<file path="config.mk">
export PLATFORM = sky130hd
export DESIGN_NAME = gac_option_ctrl
export DESIGN_NICKNAME = d
export VERILOG_FILES = /design/src/design/gac_pkg.sv /design/src/design/gac_option_ctrl.sv
export SDC_FILE = /design/constraint.sdc
export NUM_CORES = 1
export LEC_CHECK = 0
export BUFFER_PORTS_ARGS = -buffer_cell sky130_fd_sc_hd__buf_2
export CORE_MARGIN = 4
export CORE_UTILIZATION = 58
export DETAILED_ROUTE_END_ITERATION = 8
export PLACE_DENSITY_LB_ADDON = 0.3
export SLEW_MARGIN = 5
export SYNTH_ARGS = -nofsm -noshare
export SYNTH_HDL_FRONTEND = slang
export SYNTH_HIERARCHICAL = 1
export SYNTH_SLANG_ARGS = --single-unit
</file>
<file path="constraint.sdc">
create_clock -name aclk -period 4.1 [get_ports aclk]
set_clock_uncertainty 0.1 [all_clocks]
set_input_delay 0.615 -clock aclk [delete_from_list [all_inputs] [get_ports aclk]]
set_output_delay 0.615 -clock aclk [all_outputs]
set_load 0.01 [all_outputs]
</file>
<file path="src/design/gac_pkg.sv">
// package of the option-control block
package gac_pkg;

  // register byte offsets
  localparam logic [7:0] ADDR_CTRL   = 8'h00;
  localparam logic [7:0] ADDR_STATUS = 8'h04;

  // control register field positions
  localparam int CTRL_PREP_BIT  = 0;
  localparam int CTRL_OCTET_BIT = 1;
  localparam int CTRL_VIOL_BIT  = 2;
  localparam int CTRL_PANEL_BIT = 3;
  localparam int CTRL_TACK_BIT  = 4;
  localparam int CTRL_RATE_LSB  = 8;

  // status register field positions
  localparam int ST_TM_LSB    = 0;
  localparam int ST_LLOOP_BIT = 2;
  localparam int ST_SYNC_BIT  = 3;
  localparam int ST_OCTET_BIT = 4;
  localparam int ST_RATE_LSB  = 8;
  localparam int ST_FILL_LSB  = 16;

  // reset values of the control fields
  localparam logic       RST_PREP_RX  = 1'b1;
  localparam logic       RST_OCTET    = 1'b0;
  localparam logic       RST_VIOL     = 1'b0;
  localparam logic       RST_PANEL    = 1'b1;
  localparam logic       RST_TACK     = 1'b1;
  localparam logic [3:0] RST_RATE     = 4'hf;   // 64 kbps terminal rate
  localparam logic [3:0] RATE_128K    = 4'h0;   // octet mode rate code

  // axi responses
  localparam logic [1:0] RESP_OKAY   = 2'h0;
  localparam logic [1:0] RESP_SLVERR = 2'h2;

  // line timing: one 64 kbps symbol at a 40 mhz clock
  localparam int CLK_PERIOD_NS = 25;
  localparam int BIT_TIME_NS   = 15625;
  localparam int BIT_CYC       = BIT_TIME_NS / CLK_PERIOD_NS;

  // idle line octet
  localparam logic [7:0] IDLE_OCTET = 8'hff;

  // option settings as one bundle
  typedef struct packed {
    logic [3:0] rate;
    logic       term_ack_en;
    logic       panel_en;
    logic       viol_en;
    logic       octet_mode;
    logic       prep_rx_en;
  } gac_cfg_s;

  // terminal word
  typedef struct packed {
    logic       octet_mark;
    logic [7:0] data;
  } gac_word_s;

  // local test mode
  typedef enum logic [1:0] {
    TM_NORMAL  = 2'b00,
    TM_LOCAL   = 2'b01,
    TM_PREP    = 2'b10,
    TM_RELEASE = 2'b11
  } gac_tm_e;

endpackage

</file>
<file path="src/design/gac_option_ctrl.sv">
// option-control logic and its transmit fifo
// Function
// - reception on: line preparatory pattern starts remote loopback.
// - reception off: line loopback requests are ignored.
// - reception off still allows sending our own loopback request.
// - clear channel carries user data only, at the selected rate.
// - octet mode embeds octet timing, a 128 kbps terminal stream.
// - octet mode ignores the rate setting; terminal runs at 128 kbps.
// - violations are transmitted only when insertion is enabled.
// - panel switches act only while panel enable is on.
// - terminal test requests act only while terminal acknowledge is on.
// - line transmit and receive run at once at 64 kbps.
// - local loopback returns terminal data to the terminal.
//
// The AXI4-Lite register port and the address map were left to the implementer.
`timescale 1ns/100ps
`default_nettype none

// flip-flop fifo, valid/ready both sides
module gac_fifo #(
  parameter int W = 8,
  parameter int D = 16
) (
  input  wire logic                 aclk,
  input  wire logic                 aresetn,
  input  wire logic                 in_valid,
  output logic                      in_ready,
  input  wire logic [W-1:0]         in_data,
  output logic                      out_valid,
  input  wire logic                 out_ready,
  output logic      [W-1:0]         out_data,
  output logic      [$clog2(D):0]   fill
);
  logic [W-1:0]           mem_r [D];
  logic [$clog2(D)-1:0]   wp_r;
  logic [$clog2(D)-1:0]   rp_r;
  logic [$clog2(D):0]     cnt_r;
  logic                   push;
  logic                   pop;

  assign in_ready  = (cnt_r != D[$clog2(D):0]);
  assign out_valid = (cnt_r != '0);
  assign out_data  = mem_r[rp_r];
  assign fill      = cnt_r;
  assign push      = in_valid & in_ready;
  assign pop       = out_valid & out_ready;

  // storage
  always_ff @(posedge aclk) begin
    if (push) begin
      mem_r[wp_r] <= in_data;
    end
  end

  // pointers and level
  always_ff @(posedge aclk) begin
    if (!aresetn) begin
      wp_r  <= '0;
      rp_r  <= '0;
      cnt_r <= '0;
    end else begin
      if (push) wp_r <= wp_r + 1'b1;
      if (pop)  rp_r <= rp_r + 1'b1;
      if (push & ~pop) cnt_r <= cnt_r + 1'b1;
      else if (pop & ~push) cnt_r <= cnt_r - 1'b1;
    end
  end
endmodule

module gac_option_ctrl #(
  parameter logic [7:0] PREP_OCTET    = 8'h3c,
  parameter logic [7:0] RELEASE_OCTET = 8'hc3,
  parameter int         PREP_COUNT    = 8,
  parameter int         FIFO_DEPTH    = 16
) (
  input  wire logic              aclk,
  input  wire logic              aresetn,
  // axi4-lite slave
  input  wire logic              s_axi_awvalid,
  output logic                   s_axi_awready,
  input  wire logic [7:0]        s_axi_awaddr,
  input  wire logic              s_axi_wvalid,
  output logic                   s_axi_wready,
  input  wire logic [31:0]       s_axi_wdata,
  input  wire logic [3:0]        s_axi_wstrb,
  output logic                   s_axi_bvalid,
  input  wire logic              s_axi_bready,
  output logic      [1:0]        s_axi_bresp,
  input  wire logic              s_axi_arvalid,
  output logic                   s_axi_arready,
  input  wire logic [7:0]        s_axi_araddr,
  output logic                   s_axi_rvalid,
  input  wire logic              s_axi_rready,
  output logic      [31:0]       s_axi_rdata,
  output logic      [1:0]        s_axi_rresp,
  // terminal side
  input  wire logic              term_in_valid,
  output logic                   term_in_ready,
  input  wire logic [7:0]        term_in_data,
  output logic                   term_out_valid,
  output gac_pkg::gac_word_s     term_out_word,
  output logic      [3:0]        term_rate,
  input  wire logic              term_local_loopback_req,
  input  wire logic              term_remote_loopback_req,
  // front panel test switches
  input  wire logic              panel_local_loopback,
  input  wire logic              panel_remote_loopback,
  // line side
  output logic                   line_tx_pos,
  output logic                   line_tx_neg,
  input  wire logic              line_rx_pos,
  input  wire logic              line_rx_neg,
  input  wire logic              line_rx_strobe,
  output logic                   remote_loopback
);
  gac_pkg::gac_cfg_s   cfg_r;
  gac_pkg::gac_tm_e    tm_r;
  logic [2:0]          in_s1_r, in_s2_r;
  logic [2:0]          ln_s1_r, ln_s2_r;
  logic                strobe_d_r;
  logic                aw_hold_r, w_hold_r;
  logic [7:0]          aw_addr_r;
  logic [31:0]         w_data_r;
  logic [3:0]          w_strb_r;
  logic [31:0]         rd_word;
  logic [9:0]          bit_cnt_r;
  logic                bit_tick;
  logic [2:0]          tx_idx_r;
  logic [7:0]          tx_sh_r;
  logic                tx_pol_r;
  logic [2:0]          rx_idx_r;
  logic [7:0]          rx_sh_r;
  logic                rx_pol_r, rx_seen_r, rx_sync_r;
  logic [7:0]          rx_oct_r;
  logic                rx_oct_v_r;
  logic [7:0]          prep_cnt_r, rel_cnt_r;
  logic [7:0]          pend_cnt_r;
  logic                line_loop_r;
  logic                local_req, remote_req;
  logic                fifo_valid, fifo_ready;
  logic [7:0]          fifo_data;
  logic [$clog2(FIFO_DEPTH):0] fifo_fill;
  logic                rx_edge, rx_mark, rx_viol, rx_done;
  logic [7:0]          rx_next;
  logic [7:0]          tx_next;
  logic                tx_bit;

  // pin synchronisers
  always_ff @(posedge aclk) begin
    if (!aresetn) begin
      in_s1_r    <= 3'h0;
      in_s2_r    <= 3'h0;
      ln_s1_r    <= 3'h0;
      ln_s2_r    <= 3'h0;
      strobe_d_r <= 1'b0;
    end else begin
      in_s1_r    <= {panel_remote_loopback, term_remote_loopback_req, 1'b0};
      in_s2_r    <= in_s1_r;
      ln_s1_r    <= {line_rx_strobe, line_rx_pos, line_rx_neg};
      ln_s2_r    <= ln_s1_r;
      strobe_d_r <= ln_s2_r[2];
    end
  end

  // local request synchronisers
  logic [1:0] loc_s1_r, loc_s2_r;
  always_ff @(posedge aclk) begin
    if (!aresetn) begin
      loc_s1_r <= 2'h0;
      loc_s2_r <= 2'h0;
    end else begin
      loc_s1_r <= {panel_local_loopback, term_local_loopback_req};
      loc_s2_r <= loc_s1_r;
    end
  end

  // test requests gated by their enables
  assign local_req  = (cfg_r.panel_en & loc_s2_r[1]) | (cfg_r.term_ack_en & loc_s2_r[0]);
  assign remote_req = (cfg_r.panel_en & in_s2_r[2]) | (cfg_r.term_ack_en & in_s2_r[1]);

  // axi write, address and data in either order
  assign s_axi_awready = ~aw_hold_r & ~s_axi_bvalid;
  assign s_axi_wready  = ~w_hold_r & ~s_axi_bvalid;
  always_ff @(posedge aclk) begin
    if (!aresetn) begin
      aw_hold_r    <= 1'b0;
      w_hold_r     <= 1'b0;
      aw_addr_r    <= 8'h00;
      w_data_r     <= 32'h0000_0000;
      w_strb_r     <= 4'h0;
      s_axi_bvalid <= 1'b0;
      s_axi_bresp  <= gac_pkg::RESP_OKAY;
    end else begin
      if (s_axi_awvalid & s_axi_awready) begin
        aw_hold_r <= 1'b1;
        aw_addr_r <= s_axi_awaddr;
      end
      if (s_axi_wvalid & s_axi_wready) begin
        w_hold_r <= 1'b1;
        w_data_r <= s_axi_wdata;
        w_strb_r <= s_axi_wstrb;
      end
      if (aw_hold_r & w_hold_r) begin
        aw_hold_r    <= 1'b0;
        w_hold_r     <= 1'b0;
        s_axi_bvalid <= 1'b1;
        s_axi_bresp  <= (aw_addr_r == gac_pkg::ADDR_CTRL || aw_addr_r == gac_pkg::ADDR_STATUS) ?
                        gac_pkg::RESP_OKAY : gac_pkg::RESP_SLVERR;
      end else if (s_axi_bready) begin
        s_axi_bvalid <= 1'b0;
      end
    end
  end

  // option settings; reserved bits are dropped
  always_ff @(posedge aclk) begin
    if (!aresetn) begin
      cfg_r.prep_rx_en  <= gac_pkg::RST_PREP_RX;
      cfg_r.octet_mode  <= gac_pkg::RST_OCTET;
      cfg_r.viol_en     <= gac_pkg::RST_VIOL;
      cfg_r.panel_en    <= gac_pkg::RST_PANEL;
      cfg_r.term_ack_en <= gac_pkg::RST_TACK;
      cfg_r.rate        <= gac_pkg::RST_RATE;
    end else if (aw_hold_r & w_hold_r & (aw_addr_r == gac_pkg::ADDR_CTRL)) begin
      if (w_strb_r[0]) begin
        cfg_r.prep_rx_en  <= w_data_r[gac_pkg::CTRL_PREP_BIT];
        cfg_r.octet_mode  <= w_data_r[gac_pkg::CTRL_OCTET_BIT];
        cfg_r.viol_en     <= w_data_r[gac_pkg::CTRL_VIOL_BIT];
        cfg_r.panel_en    <= w_data_r[gac_pkg::CTRL_PANEL_BIT];
        cfg_r.term_ack_en <= w_data_r[gac_pkg::CTRL_TACK_BIT];
      end
      if (w_strb_r[1]) begin
        cfg_r.rate <= w_data_r[gac_pkg::CTRL_RATE_LSB +: 4];
      end
    end
  end

  // read data mux
  always_comb begin
    rd_word = 32'h0000_0000;
    if (s_axi_araddr == gac_pkg::ADDR_CTRL) begin
      rd_word[gac_pkg::CTRL_PREP_BIT]      = cfg_r.prep_rx_en;
      rd_word[gac_pkg::CTRL_OCTET_BIT]     = cfg_r.octet_mode;
      rd_word[gac_pkg::CTRL_VIOL_BIT]      = cfg_r.viol_en;
      rd_word[gac_pkg::CTRL_PANEL_BIT]     = cfg_r.panel_en;
      rd_word[gac_pkg::CTRL_TACK_BIT]      = cfg_r.term_ack_en;
      rd_word[gac_pkg::CTRL_RATE_LSB +: 4] = cfg_r.rate;
    end else if (s_axi_araddr == gac_pkg::ADDR_STATUS) begin
      rd_word[gac_pkg::ST_TM_LSB +: 2]     = tm_r;
      rd_word[gac_pkg::ST_LLOOP_BIT]       = line_loop_r;
      rd_word[gac_pkg::ST_SYNC_BIT]        = rx_sync_r;
      rd_word[gac_pkg::ST_OCTET_BIT]       = cfg_r.octet_mode;
      rd_word[gac_pkg::ST_RATE_LSB +: 4]   = term_rate;
      rd_word[gac_pkg::ST_FILL_LSB +: ($clog2(FIFO_DEPTH)+1)] = fifo_fill;
    end
  end

  // axi read: one cycle from address to data
  assign s_axi_arready = ~s_axi_rvalid;
  always_ff @(posedge aclk) begin
    if (!aresetn) begin
      s_axi_rvalid <= 1'b0;
      s_axi_rdata  <= 32'h0000_0000;
      s_axi_rresp  <= gac_pkg::RESP_OKAY;
    end else if (s_axi_arvalid & s_axi_arready) begin
      s_axi_rvalid <= 1'b1;
      s_axi_rdata  <= rd_word;
      s_axi_rresp  <= (s_axi_araddr == gac_pkg::ADDR_CTRL || s_axi_araddr == gac_pkg::ADDR_STATUS) ?
                      gac_pkg::RESP_OKAY : gac_pkg::RESP_SLVERR;
    end else if (s_axi_rready) begin
      s_axi_rvalid <= 1'b0;
    end
  end

  // octet mode forces the 128 kbps rate
  assign term_rate = cfg_r.octet_mode ? gac_pkg::RATE_128K : cfg_r.rate;

  // transmit fifo; ready back-pressures the terminal
  gac_fifo #(.W(8), .D(FIFO_DEPTH)) u_fifo (
    .aclk      (aclk),
    .aresetn   (aresetn),
    .in_valid  (term_in_valid),
    .in_ready  (term_in_ready),
    .in_data   (term_in_data),
    .out_valid (fifo_valid),
    .out_ready (fifo_ready),
    .out_data  (fifo_data),
    .fill      (fifo_fill)
  );

  // local test mode sequencer
  always_ff @(posedge aclk) begin
    if (!aresetn) begin
      tm_r       <= gac_pkg::TM_NORMAL;
      pend_cnt_r <= 8'h00;
    end else begin
      case (tm_r)
        gac_pkg::TM_NORMAL: begin
          if (local_req) tm_r <= gac_pkg::TM_LOCAL;
          else if (remote_req) tm_r <= gac_pkg::TM_PREP;
          pend_cnt_r <= 8'h00;
        end
        gac_pkg::TM_LOCAL: begin
          if (!local_req) tm_r <= gac_pkg::TM_NORMAL;
        end
        gac_pkg::TM_PREP: begin
          if (!remote_req) tm_r <= gac_pkg::TM_RELEASE;
        end
        gac_pkg::TM_RELEASE: begin
          if (bit_tick && tx_idx_r == 3'h0) pend_cnt_r <= pend_cnt_r + 8'h01;
          if (pend_cnt_r == PREP_COUNT[7:0]) tm_r <= gac_pkg::TM_NORMAL;
        end
        default: tm_r <= gac_pkg::TM_NORMAL;
      endcase
    end
  end

  // 64 kbps symbol timer, free running so transmit never waits on receive
  assign bit_tick = (bit_cnt_r == 10'(gac_pkg::BIT_CYC - 1));
  always_ff @(posedge aclk) begin
    if (!aresetn) bit_cnt_r <= 10'h000;
    else bit_cnt_r <= bit_tick ? 10'h000 : bit_cnt_r + 10'h001;
  end

  // octet source: looped line data, pattern octets, user data or idle
  always_comb begin
    tx_next = gac_pkg::IDLE_OCTET;
    if (line_loop_r) tx_next = rx_oct_r;
    else if (tm_r == gac_pkg::TM_PREP) tx_next = PREP_OCTET;
    else if (tm_r == gac_pkg::TM_RELEASE) tx_next = RELEASE_OCTET;
    else if (tm_r == gac_pkg::TM_NORMAL && fifo_valid) tx_next = fifo_data;
  end
  assign fifo_ready = bit_tick & (tx_idx_r == 3'h0) &
                      ((tm_r == gac_pkg::TM_LOCAL) | (tm_r == gac_pkg::TM_NORMAL & ~line_loop_r));
  assign tx_bit = (tx_idx_r == 3'h0) ? tx_next[7] : tx_sh_r[7];

  // line transmitter: alternate mark polarity, violation on last bit of octet
  always_ff @(posedge aclk) begin
    if (!aresetn) begin
      tx_idx_r    <= 3'h0;
      tx_sh_r     <= 8'h00;
      tx_pol_r    <= 1'b0;
      line_tx_pos <= 1'b0;
      line_tx_neg <= 1'b0;
    end else if (bit_tick) begin
      tx_idx_r <= tx_idx_r + 3'h1;
      tx_sh_r  <= (tx_idx_r == 3'h0) ? {tx_next[6:0], 1'b0} : {tx_sh_r[6:0], 1'b0};
      if (tx_idx_r == 3'h7 && cfg_r.viol_en) begin
        line_tx_pos <= tx_pol_r;  // repeat last polarity
        line_tx_neg <= ~tx_pol_r;
      end else if (tx_bit) begin
        line_tx_pos <= ~tx_pol_r;
        line_tx_neg <= tx_pol_r;
        tx_pol_r    <= ~tx_pol_r;
      end else begin
        line_tx_pos <= 1'b0;
        line_tx_neg <= 1'b0;
      end
    end
  end

  // receive symbol decode on each rising strobe edge
  assign rx_edge = ln_s2_r[2] & ~strobe_d_r;
  assign rx_mark = ln_s2_r[1] | ln_s2_r[0];
  assign rx_viol = rx_mark & rx_seen_r & (ln_s2_r[1] == rx_pol_r);
  assign rx_done = rx_viol | (rx_idx_r == 3'h7);
  assign rx_next = {rx_sh_r[6:0], rx_mark};

  // line receiver: octet alignment from violations, else free count of eight
  always_ff @(posedge aclk) begin
    if (!aresetn) begin
      rx_idx_r   <= 3'h0;
      rx_sh_r    <= 8'h00;
      rx_pol_r   <= 1'b0;
      rx_seen_r  <= 1'b0;
      rx_sync_r  <= 1'b0;
      rx_oct_r   <= 8'h00;
      rx_oct_v_r <= 1'b0;
    end else begin
      rx_oct_v_r <= rx_edge & rx_done;
      if (rx_edge) begin
        rx_sh_r  <= rx_next;
        rx_idx_r <= rx_done ? 3'h0 : rx_idx_r + 3'h1;
        if (rx_done) rx_oct_r <= rx_next;
        if (rx_viol) rx_sync_r <= 1'b1;
        if (rx_mark) begin
          rx_pol_r  <= ln_s2_r[1];
          rx_seen_r <= 1'b1;
        end
      end
    end
  end

  // line pattern detection
  always_ff @(posedge aclk) begin
    if (!aresetn) begin
      prep_cnt_r  <= 8'h00;
      rel_cnt_r   <= 8'h00;
      line_loop_r <= 1'b0;
    end else if (!cfg_r.prep_rx_en) begin
      prep_cnt_r  <= 8'h00;
      rel_cnt_r   <= 8'h00;
      line_loop_r <= 1'b0;
    end else if (rx_oct_v_r) begin
      prep_cnt_r <= (rx_oct_r == PREP_OCTET) ? prep_cnt_r + 8'h01 : 8'h00;
      rel_cnt_r  <= (rx_oct_r == RELEASE_OCTET) ? rel_cnt_r + 8'h01 : 8'h00;
      if (rx_oct_r == PREP_OCTET && prep_cnt_r == 8'(PREP_COUNT - 1)) line_loop_r <= 1'b1;
      if (rx_oct_r == RELEASE_OCTET && rel_cnt_r == 8'(PREP_COUNT - 1)) line_loop_r <= 1'b0;
    end
  end
  assign remote_loopback = line_loop_r;

  // terminal output: echo in local loopback, else line octets
  always_ff @(posedge aclk) begin
    if (!aresetn) begin
      term_out_valid <= 1'b0;
      term_out_word  <= '0;
    end else if (tm_r == gac_pkg::TM_LOCAL) begin
      term_out_valid           <= fifo_ready & fifo_valid;
      term_out_word.data       <= fifo_data;
      term_out_word.octet_mark <= cfg_r.octet_mode;
    end else begin
      term_out_valid           <= rx_oct_v_r;
      term_out_word.data       <= rx_oct_r;
      term_out_word.octet_mark <= cfg_r.octet_mode & rx_sync_r;
    end
  end
endmodule

`default_nettype wire

</file>
==> flow_metrics.py, run 1 <==
metrics = {
    "clock_tree": {
        "clk_pin_slew_ps": 60,
        "cts_setup_buffers": 0,
        "cts_buffer_depth": 3,
        "cts_root_buffer": "clkbuf_16",
        "cts-resized-gates": 0,
        "holdBufCountCts": 0,
        "numCtsBuffers": 29,
        "tritoncts": "yes",
        "h-tree-depth": 1,
        "worstSkewPairLatency_ps": 530,
        "cts.sinks": 290,
    },
    "global_route": {
        "grt-ovfl-total": 0,
        "grt_max_degree": 60,
        "antenna_found_initial": 1,
        "first_global_vias": 7507,
        "grt_use_total_pct": 21.6,
        "grtUsageMet3_pct": 4.31,
        "grt_pass1_wl_um": 39400,
        "top_usage_layer": "met2",
        "met1_usage_pct": 30.8,
        "grtUsageMet2_pct": 34.8,
    },
    "worst_hold_path": {
        "hp-start": "panel_remote_loopback",
        "hp-class": "input pin to flop",
    },
    "route": {
        "routed-via-count": 7824,
        "vias_per_cell": 5.73,
        "routed_wirelength_um": 24300,
        "ant_nets": 0,
        "first_iter_violations": 486,
        "drt-pass1-iter-count": 4,
        "drt_drc_violations_left": 0,
        "wl_per_cell_um": 17.8,
    },
    "layout": {
        "stdcell_count": 1365,
        "post-route-util_pct": 66.1,
        "area_delta_synth_final_pct": 12.3,
        "final_nets": 1173,
        "drive_above_1_share_pct": 17.4,
        "mostFrequentLayoutCell": "dfxtp_1",
        "diodes": 0,
        "nFillCells": 1493,
        "mostFrequentLayoutCells": "dfxtp_1 (161), edfxtp_1 (128), nand2_1 (122), buf_2 (88), nor2_1 (76)",
    },
    "logic_synthesis": {
        "synth-async-reset-ratio_pct": 0,
        "syn_area_sq_mm": 0.0119,
        "synth-seq-cells": 290,
        "synth_edf_count": 128,
        "syn_avg_cell_area_sq_um": 11.9,
        "netlist_instances": 996,
        "synthDistinctLibCells": 67,
        "ys_warn_count": 6,
        "ys.flop_type": "dfxtp_1",
        "seq_area_frac_synth_pct": 59.7,
    },
    "sta": {
        "rsz0062_at_grt": "false",
        "finalHoldViolCount": 0,
        "drv_slew": 0,
        "layout_min_cycle_time_ps": 3390,
        "finalSetupViolCount": 0,
        "fin_ws_ps": 713,
        "fmax_mhz": 295,
        "tightest_slew_ps": 1060,
        "period_share_pct": 82.6,
        "tns_ps": 0,
        "slew_headroom_pct": 29.3,
    },
    "pwr": {
        "ir_drop_v": 0.000327,
        "p_per_area_mw_per_mm2": 464,
        "p_switching_mw": 1.41,
        "p_leak_nw": 4.92,
        "seq_power_share_pct": 51.5,
        "power_frac_comb_pct": 8.4,
        "clkPwrFrac_pct": 40.2,
        "total_power_mw": 6.18,
        "internal-power_mw": 4.77,
        "swShare_pct": 22.9,
    },
    "floorplanning": {
        "die-area_sq_mm": 0.0228,
        "die_width_um": 151,
        "pin_count": 134,
        "fp.coreArea_sq_mm": 0.0202,
        "initial_core_util_pct": 58.8,
        "rows": 52,
        "die_h_um": 151,
    },
    "worst_setup_path": {
        "r2r_start": "bit_cnt_r[0]$_SDFF_PP0_",
        "crit_path_start_kind": "flop",
        "critical_path.startpoint": "bit_cnt_r[0]$_SDFF_PP0_",
        "critPathMaxFanout": 17,
        "worstPathArrival_ps": 3750,
        "worstSetupPathType": "flop to flop",
        "cp-end-kind": "flop",
        "worstPathRequired_ps": 4460,
    },
    "place": {
        "place_inst": 1316,
        "portBuffers": 88,
        "gp_congestion": 0.821,
        "place_ws_ps": 768,
        "place_hpwl_um": 16200,
    },
    "status": {
        "outcome": "complete, no violations",
    },
    "run": {
        "max_cap_viol_count": 0,
    },
}
state kept, by name (all words and copies together) (netlist names), 3 cells and up, named ones only:
| name | flops |
|---|---|
| aw_addr_r | 8 |
| bit_cnt_r | 10 |
| cfg_r | 9 |
| ln_s1_r | 3 |
| ln_s2_r | 3 |
| pend_cnt_r | 8 |
| prep_cnt_r | 8 |
| rel_cnt_r | 8 |
| rx_idx_r | 3 |
| rx_oct_r | 8 |
| rx_sh_r | 7 |
| s_axi_rdata | 14 |
| term_out_word | 9 |
| tx_idx_r | 3 |
| tx_sh_r | 7 |
| u_fifo/fill | 5 |
| u_fifo/mem_r | 128 |
| u_fifo/rp_r | 4 |
| u_fifo/wp_r | 4 |
| w_data_r | 9 |
cells by family after synthesis:
logic type,synth area share (%)
other cells,0.0316
buf+inv,3.63
mux,8.15
fa+ha+maj,2.28
compound gates,8.98
simple gates,15.1
xor+xnor,2.14
flops,59.7
cell usage after synthesis (all sizes together) (18+ instances only):
cell	instances	area, sq um
clkbuf	27	101
edfxtp	128	3840
mux4	32	721
dfxtp	162	3240
xnor2	20	175
a21oi	66	330
nor2b	18	113
mux2i	19	190
nor2	76	285
and2	39	245
nand2	122	458
buf	39	246
a22oi	24	180
inv	22	82.6
ha	20	250
area by class of cell:
| class | instances | area (sq um) | area share, % |
|---|---|---|---|
| sequential | 290 | 7090 | 53.2 |
| multi-input combinational | 637 | 4420 | 33.2 |
| clock buffer | 40 | 787 | 5.90 |
| timing repair buffer | 97 | 508 | 3.81 |
| tap | 270 | 338 | 2.53 |
| clock inverter | 9 | 101 | 0.760 |
| inverter | 22 | 82.6 | 0.620 |
power groups by stage:
stage	sequential, mW	combinational [mW]	clock [mW]
final	3.18	0.517	2.48
after CTS	3.18	0.518	2.53
after detailed placement	3.24	0.513	0
after global routing	3.19	0.580	2.66
after global placement	3.24	0.497	0
after floorplan	3.21	0.391	0
worst max-delay path, stage by stage, from the launching register on:
cell and delay [ps]:
dfxtp_1 340, inv_1 70, ha_1 130, and4bb_2 310, and3_2 400, nand2_1 120
nor2_1 310, o21ai_4 140, ha_1 220, inv_1 170, ha_1 310, a21oi_1 220
a211oi_1 100, a31oi_1 190, mux2i_1 190
metrics by stage:
step | cell area, sq um | hold slack (ps)
floorplan | 11900 | 312
detailed placement | 12400 | 318
finish | 13300 | 188
global placement | 12400 | 316
CTS | 13300 | 169
global route | 13300 | 182
worst paths after layout:
path / end / slack, ps / depth (start not counted)
worst max register to register: u_fifo/fill[4]$_SDFFE_PN0P_ / 710 / 14
worst min register to register: loc_s2_r[0]$_SDFF_PN0_ / 340 / 1
worst min-delay path: in_s1_r[2]$_SDFF_PN0_ / 190 / 2
worst max-delay path: u_fifo/fill[4]$_SDFFE_PN0P_ / 710 / 14
per-layer routing:
metal,vias to the layer above,share of wire [%]
li1,3728,-
met1,3800,43
met2,248,48
met3,46,6.9
met4,2,1.7
met5,-,0.053
No activity file was read; power rests on OpenSTA's default activity.
==> run 2: changes to the inputs <==
- ABC_AREA: default -> 1
- CORE_UTILIZATION: 58 -> 59
- clock period: 4.1 -> 3.4 ns (I/O delays scaled with it)
==> run 2 against run 1 <==
Register-to-register slack lost 370 ps. Clock power grew 30%. Sequential share of layout area down 3.5 points. Sequential cell count unchanged. Routed wire length rose by 15%. Design area increased by 7.0%. First-iteration DRC count is 93% higher. Largest cell class unchanged. Largest power group unchanged.
==> flow_metrics.py, run 2 <==
metrics = {
    "status": {
        "outcome": "complete, no violations",
    },
    "layout": {
        "mostFrequentLayoutCells": "nand2_1 (359), inv_1 (215), nor2_1 (196), dfxtp_1 (161), nand3_1 (147)",
        "final_nets": 1708,
        "post-route-util_pct": 67.4,
        "reg.largest.list": "u_fifo/mem_r (128), s_axi_rdata (14), bit_cnt_r (10)",
        "diodes": 0,
        "mostFrequentLayoutCell": "nand2_1",
        "drive_above_1_share_pct": 10.2,
        "area_delta_synth_final_pct": 11.9,
        "largest_register": "u_fifo/mem_r",
        "nFillCells": 1651,
        "largest_reg_flops": 128,
        "stdcell_count": 1909,
    },
    "worst_setup_path": {
        "slowest_delay_ps": 360,
        "crit_path_start_kind": "flop",
        "cp_top_family": "simple AND/OR/NAND/NOR gates",
        "cp_slowest_cell": "a211oi_2",
        "path_cells": "inv_1 -> ha_1 -> nand2_1 -> inv_1 -> nand4_1 -> a211oi_2 -> nand2_2 -> ha_1 -> inv_1 -> ha_1 -> or2_2 -> nand3_1 -> nand2_1 -> o21ai_0 -> inv_1",
        "cp-end-kind": "flop",
        "cpMostUsedCell": "inv_1",
        "critPathMaxFanout": 5,
        "crit_buf_inv": 4,
        "worstPathRequired_ps": 3720,
        "worstPathArrival_ps": 3380,
        "worstSetupPathType": "flop to flop",
    },
    "global_route": {
        "antenna_found_initial": 0,
        "grt_max_degree": 65,
        "grt_pass1_wl_um": 45200,
        "grt-ovfl-total": 0,
        "grt_use_total_pct": 22.7,
        "first_global_vias": 9464,
    },
    "logic_synthesis": {
        "synth_commonest_cells": "nand2_1 (359), inv_1 (215), nor2_1 (196), dfxtp_1 (162), nand3_1 (147)",
        "yosysMostFrequentCell": "nand2_1",
        "syn_avg_cell_area_sq_um": 8.32,
        "netlist_instances": 1531,
        "ys_warn_count": 6,
        "synth_area_leaders": "edfxtp_1 (30%), dfxtp_1 (25%), nand2_1 (11%)",
        "ys.flop_type": "dfxtp_1",
        "synth_top_area_cell": "edfxtp_1",
        "synth_edf_count": 128,
        "synthDistinctLibCells": 40,
        "synth-seq-cells": 290,
        "seq_area_frac_synth_pct": 55.6,
        "synth-async-reset-ratio_pct": 0,
        "syn_area_sq_mm": 0.0127,
        "synth_top_area_share_pct": 30.2,
    },
    "route": {
        "wl_per_cell_um": 14.6,
        "ant_nets": 0,
        "routed-via-count": 10100,
        "routed_wirelength_um": 27900,
        "first_iter_violations": 938,
        "vias_per_cell": 5.28,
        "drt_drc_violations_left": 0,
        "drt-pass1-iter-count": 5,
    },
    "worst_hold_path": {
        "hp-class": "input pin to flop",
    },
    "run": {
        "max_cap_viol_count": 0,
    },
    "clock_tree": {
        "tritoncts": "yes",
        "cts.sinks": 290,
        "worstSkewPairLatency_ps": 530,
        "cts_setup_buffers": 0,
        "cts-resized-gates": 0,
        "cts_root_buffer": "clkbuf_16",
        "holdBufCountCts": 0,
        "h-tree-depth": 1,
        "clk_pin_slew_ps": 60,
        "cts_buffer_depth": 3,
        "numCtsBuffers": 29,
    },
    "sta": {
        "tightest_slew_ps": 895,
        "layout_min_cycle_time_ps": 3060,
        "tns_ps": 0,
        "fmax_mhz": 327,
        "finalSetupViolCount": 0,
        "rsz0062_at_grt": "false",
        "finalHoldViolCount": 0,
        "period_share_pct": 89.9,
        "slew_headroom_pct": 40.1,
        "drv_slew": 0,
        "whs_ps": 56.7,
    },
    "pwr": {
        "total_power_mw": 7.58,
        "ir_drop_v": 0.000389,
        "p_leak_nw": 6.43,
        "p_per_area_mw_per_mm2": 532,
    },
    "place": {
        "portBuffers": 88,
        "place_hpwl_um": 18400,
        "gp_congestion": 0.883,
        "place_inst": 1856,
    },
    "floorplanning": {
        "die_h_um": 155,
        "rows": 53,
        "pin_count": 134,
        "fp.coreArea_sq_mm": 0.0212,
        "die_width_um": 155,
        "initial_core_util_pct": 60.2,
        "die-area_sq_mm": 0.0240,
    },
}
[run 2: area by class of cell]
type,count,area [sq um],share of cell area (%)
Clock buffer,39,803,5.63
Clock inverter,14,171,1.20
Inverter,222,833,5.85
Multi-Input combinational cell,970,4470,31.3
Sequential cell,290,7090,49.7
Tap cell,275,344,2.41
Timing Repair Buffer,99,548,3.84
[run 2: layer usage]
metal | global-route usage (%) | share of wire (%) | vias to the layer above
met5 | 0 | 0 | -
met4 | 7.23 | 2.7 | 0
met3 | 2.95 | 7.8 | 60
met2 | 37.9 | 47 | 397
met1 | 31.2 | 43 | 4587
li1 | - | - | 5036
[run 2: kinds of logic (layout without fill, tap and decap cells)]
group	count (synthesis)	in the layout	share of synthesized area [%]
XOR/XNOR	8	8	0.550
buffers and inverters	290	374	9.88
flip-flops	290	290	55.6
AO/OA/AOI/OAI	159	159	6.41
AND/OR/NAND/NOR	762	762	25.4
other	1	20	0.0294
adder cells (fa/ha/maj)	21	21	2.12
[run 2: power by group]
part,internal [mW],switching (mW),total (mW)
Combinational,0.176,0.388,0.563
Clock,1.95,1.27,3.22
Sequential,3.74,0.0611,3.80
[run 2: worst register-to-register path, stage by stage (launching register included)]
cell	delay, ps
dfxtp_1	310
inv_1	90
ha_1	160
nand2_1	70
inv_1	110
nand4_1	280
a211oi_2	360
nand2_2	150
ha_1	220
inv_1	160
ha_1	290
or2_2	300
nand3_1	80
nand2_1	50
o21ai_0	170
inv_1	50
[run 2: path summary, 6_finish.rpt]
| path | from | end | slack, ps | cells past startpoint |
|---|---|---|---|---|
| setup / recovery | tx_idx_r[0]$_SDFFE_PN0N_ | u_fifo/fill[4]$_SDFFE_PN0P_ | 340 | 15 |
| setup reg to reg | tx_idx_r[0]$_SDFFE_PN0N_ | u_fifo/fill[4]$_SDFFE_PN0P_ | 340 | 15 |
| hold / removal | line_rx_strobe | ln_s1_r[2]$_SDFF_PN0_ | 60 | 3 |
| hold reg to reg | ln_s1_r[0]$_SDFF_PN0_ | ln_s2_r[0]$_SDFF_PN0_ | 310 | 2 |
[run 2: metrics by stage]
stage	cell area (sq um)	setup slack, ps
3_5_place_dp	13300	191
4_1_cts	14300	169
3_3_place_gp	13300	282
6_report	14300	343
2_1_floorplan	12800	737
5_1_grt	14300	19.4
==> run 3: changes to the inputs <==
- BUFFER_PORTS_ARGS: -buffer_cell sky130_fd_sc_hd__buf_2 -> -buffer_cell sky130_fd_sc_hd__buf_4
==> run 3 against run 2 <==
Routed wire length increased by 3.9%. Via count is 1.2% higher. Global-route usage rose by 0.83 points. Largest power group unchanged. Sequential cell count is the same. Sequential share of layout area is 0.83 points lower. Clock power about the same. Count of clock-buffer cells in the layout up 4. Non-clock buffer count grew 3.
==> flow_metrics.py, run 3 (synthesis gave the netlist of run 2 again) <==
metrics = {
    "sta": {
        "fin_ws_ps": 289,
        "tightest_slew_ps": 908,
        "slew_headroom_pct": 39.2,
        "finalHoldViolCount": 0,
        "tns_ps": 0,
        "layout_min_cycle_time_ps": 3110,
        "finalSetupViolCount": 0,
        "rsz0062_at_grt": "false",
        "fmax_mhz": 321,
        "period_share_pct": 91.5,
        "drv_slew": 0,
    },
    "clock_tree": {
        "holdBufCountCts": 0,
        "h-tree-depth": 1,
        "worstSkewPairLatency_ps": 540,
        "clk_pin_slew_ps": 60,
        "cts_setup_buffers": 0,
        "cts_buffer_depth": 3,
        "cts.sinks": 290,
        "cts-resized-gates": 0,
        "cts_root_buffer": "clkbuf_16",
        "tritoncts": "yes",
        "numCtsBuffers": 29,
    },
    "layout": {
        "nFillCells": 1616,
        "drive_above_1_share_pct": 10.7,
        "area_delta_synth_final_pct": 13.8,
        "largest_register": "u_fifo/mem_r",
        "final_nets": 1711,
        "reg.largest.list": "u_fifo/mem_r (128), s_axi_rdata (14), bit_cnt_r (10)",
        "largest_reg_flops": 128,
        "diodes": 0,
        "mostFrequentLayoutCells": "nand2_1 (359), inv_1 (215), nor2_1 (196), dfxtp_1 (161), nand3_1 (147)",
        "mostFrequentLayoutCell": "nand2_1",
    },
    "floorplanning": {
        "initial_core_util_pct": 60.2,
        "die_width_um": 155,
        "die_h_um": 155,
        "fp.coreArea_sq_mm": 0.0212,
        "pin_count": 134,
        "rows": 53,
        "die-area_sq_mm": 0.0240,
    },
    "worst_hold_path": {
        "holdPathStages": 3,
        "min_to": "ln_s1_r[2]$_SDFF_PN0_",
        "hp-class": "input pin to flop",
        "hp-start": "line_rx_strobe",
    },
    "worst_setup_path": {
        "worstSetupPathType": "flop to flop",
        "worstPathArrival_ps": 3440,
        "cp_slowest_cell": "dfxtp_1",
        "critPathMaxFanout": 5,
        "r2r-end": "u_fifo/fill[4]$_SDFFE_PN0P_",
        "crit_path_start_kind": "flop",
        "r2r_start": "tx_idx_r[0]$_SDFFE_PN0N_",
        "path_cells": "inv_1 -> ha_1 -> nand2_1 -> inv_1 -> nand4_1 -> a211oi_1 -> buf_4 -> nand2_2 -> ha_1 -> inv_1 -> ha_1 -> or2_2 -> nand3_1 -> nand2_1 -> o21ai_0 -> inv_1",
        "cp-end-kind": "flop",
        "worstPathRequired_ps": 3730,
        "reg2reg_depth": 16,
        "slowest_delay_ps": 320,
        "ff2ff_setup_slack_ps": 290,
        "cpMostUsedCell": "inv_1",
    },
    "route": {
        "vias_per_cell": 5.34,
        "first_iter_violations": 864,
        "drt_drc_violations_left": 0,
        "drt-pass1-iter-count": 6,
        "routed-via-count": 10200,
        "routed_wirelength_um": 29000,
        "wl_per_cell_um": 15.1,
        "ant_nets": 0,
    },
    "global_route": {
        "grt-ovfl-total": 0,
        "grt_max_degree": 65,
        "grt_pass1_wl_um": 46500,
        "antenna_found_initial": 0,
        "grt_use_total_pct": 23.6,
        "first_global_vias": 9696,
    },
    "pwr": {
        "p_per_area_mw_per_mm2": 527,
        "swShare_pct": 22.9,
        "ir_drop_v": 0.000399,
        "power_frac_comb_pct": 7.8,
        "internal-power_mw": 5.89,
        "p_leak_nw": 6.52,
        "clkPwrFrac_pct": 42.5,
        "seq_power_share_pct": 49.7,
        "p_switching_mw": 1.75,
    },
    "place": {
        "place_ws_ps": 373,
        "place_hpwl_um": 18800,
        "gp_congestion": 0.876,
        "portBuffers": 88,
    },
    "run": {
        "max_cap_viol_count": 0,
    },
    "status": {
        "outcome": "complete, no violations",
    },
}
[run 3: changes by cell type in the layout (fill, tap and decap cells not counted), sizes merged]
cell      previous run  this run
clkbuf              39        43
buf                 99       102
bufinv               4         2
clkinv              11         9
clkinvlp             1         0
inv                220       221
[run 3: worst max-delay path by stage]
| stage | start | endpoint | depth (start not counted) |
|---|---|---|---|
| 4_1_cts | tx_idx_r[0]$_SDFFE_PN0N_ | u_fifo/fill[4]$_SDFFE_PN0P_ | 16 |
| 3_5_place_dp | tx_idx_r[0]$_SDFFE_PN0N_ | u_fifo/fill[4]$_SDFFE_PN0P_ | 16 |
| 3_3_place_gp | bit_cnt_r[0]$_SDFF_PP0_ | u_fifo/fill[4]$_SDFFE_PN0P_ | 16 |
| 5_1_grt | tx_idx_r[0]$_SDFFE_PN0N_ | u_fifo/fill[4]$_SDFFE_PN0P_ | 16 |
| 2_1_floorplan | tx_idx_r[0]$_SDFFE_PN0N_ | u_fifo/fill[4]$_SDFFE_PN0P_ | 15 |
| 6_report | tx_idx_r[0]$_SDFFE_PN0N_ | u_fifo/fill[4]$_SDFFE_PN0P_ | 16 |
[run 3: final cells by class]
cell class | instances | area [sq um] | share of cell area [%]
Sequential cell | 290 | 7090 | 48.9
Multi-Input combinational cell | 970 | 4460 | 30.8
Clock buffer | 43 | 888 | 6.13
Inverter | 222 | 833 | 5.75
Timing Repair Buffer | 102 | 778 | 5.37
Tap cell | 275 | 344 | 2.37
Clock inverter | 10 | 104 | 0.716
[run 3: layer usage]
metal / global-route usage, % / routed length (um)
met1: 31.1 / 12000
met3: 3.64 / 2260
met2: 40.4 / 14000
met5: 0 / 0
met4: 7.11 / 743
[run 3: worst max-delay path, delay by kind of cell, from the launching register on]
kind | cells | cell delay, ps
and+or+nand+nor | 6 | 860
AOI/OAI and AO/OA | 2 | 470
buffers and inverters | 5 | 590
DFF | 1 | 320
adders and majority gates | 3 | 650
[run 3: through the flow]
step	hold WS (ps)	power, mW	instances	utilization (%)	cell area, sq um
floorplan	290	4.25	1550	-	12800
global placement	296	4.44	1859	63.8	13500
detailed placement	296	4.46	1859	63.8	13500
CTS	41.8	7.66	1912	68.5	14500
global route	52.5	7.90	1912	68.5	14500
finish	51.6	7.64	1912	68.5	14500
[run 3: power groups by stage]
stage / sequential [mW] / combinational (mW) / clock [mW]
floorplan: 3.87 / 0.384 / 0
global placement: 3.87 / 0.571 / 0
detailed placement: 3.87 / 0.586 / 0
CTS: 3.80 / 0.594 / 3.27
global route: 3.81 / 0.669 / 3.42
finish: 3.80 / 0.597 / 3.24
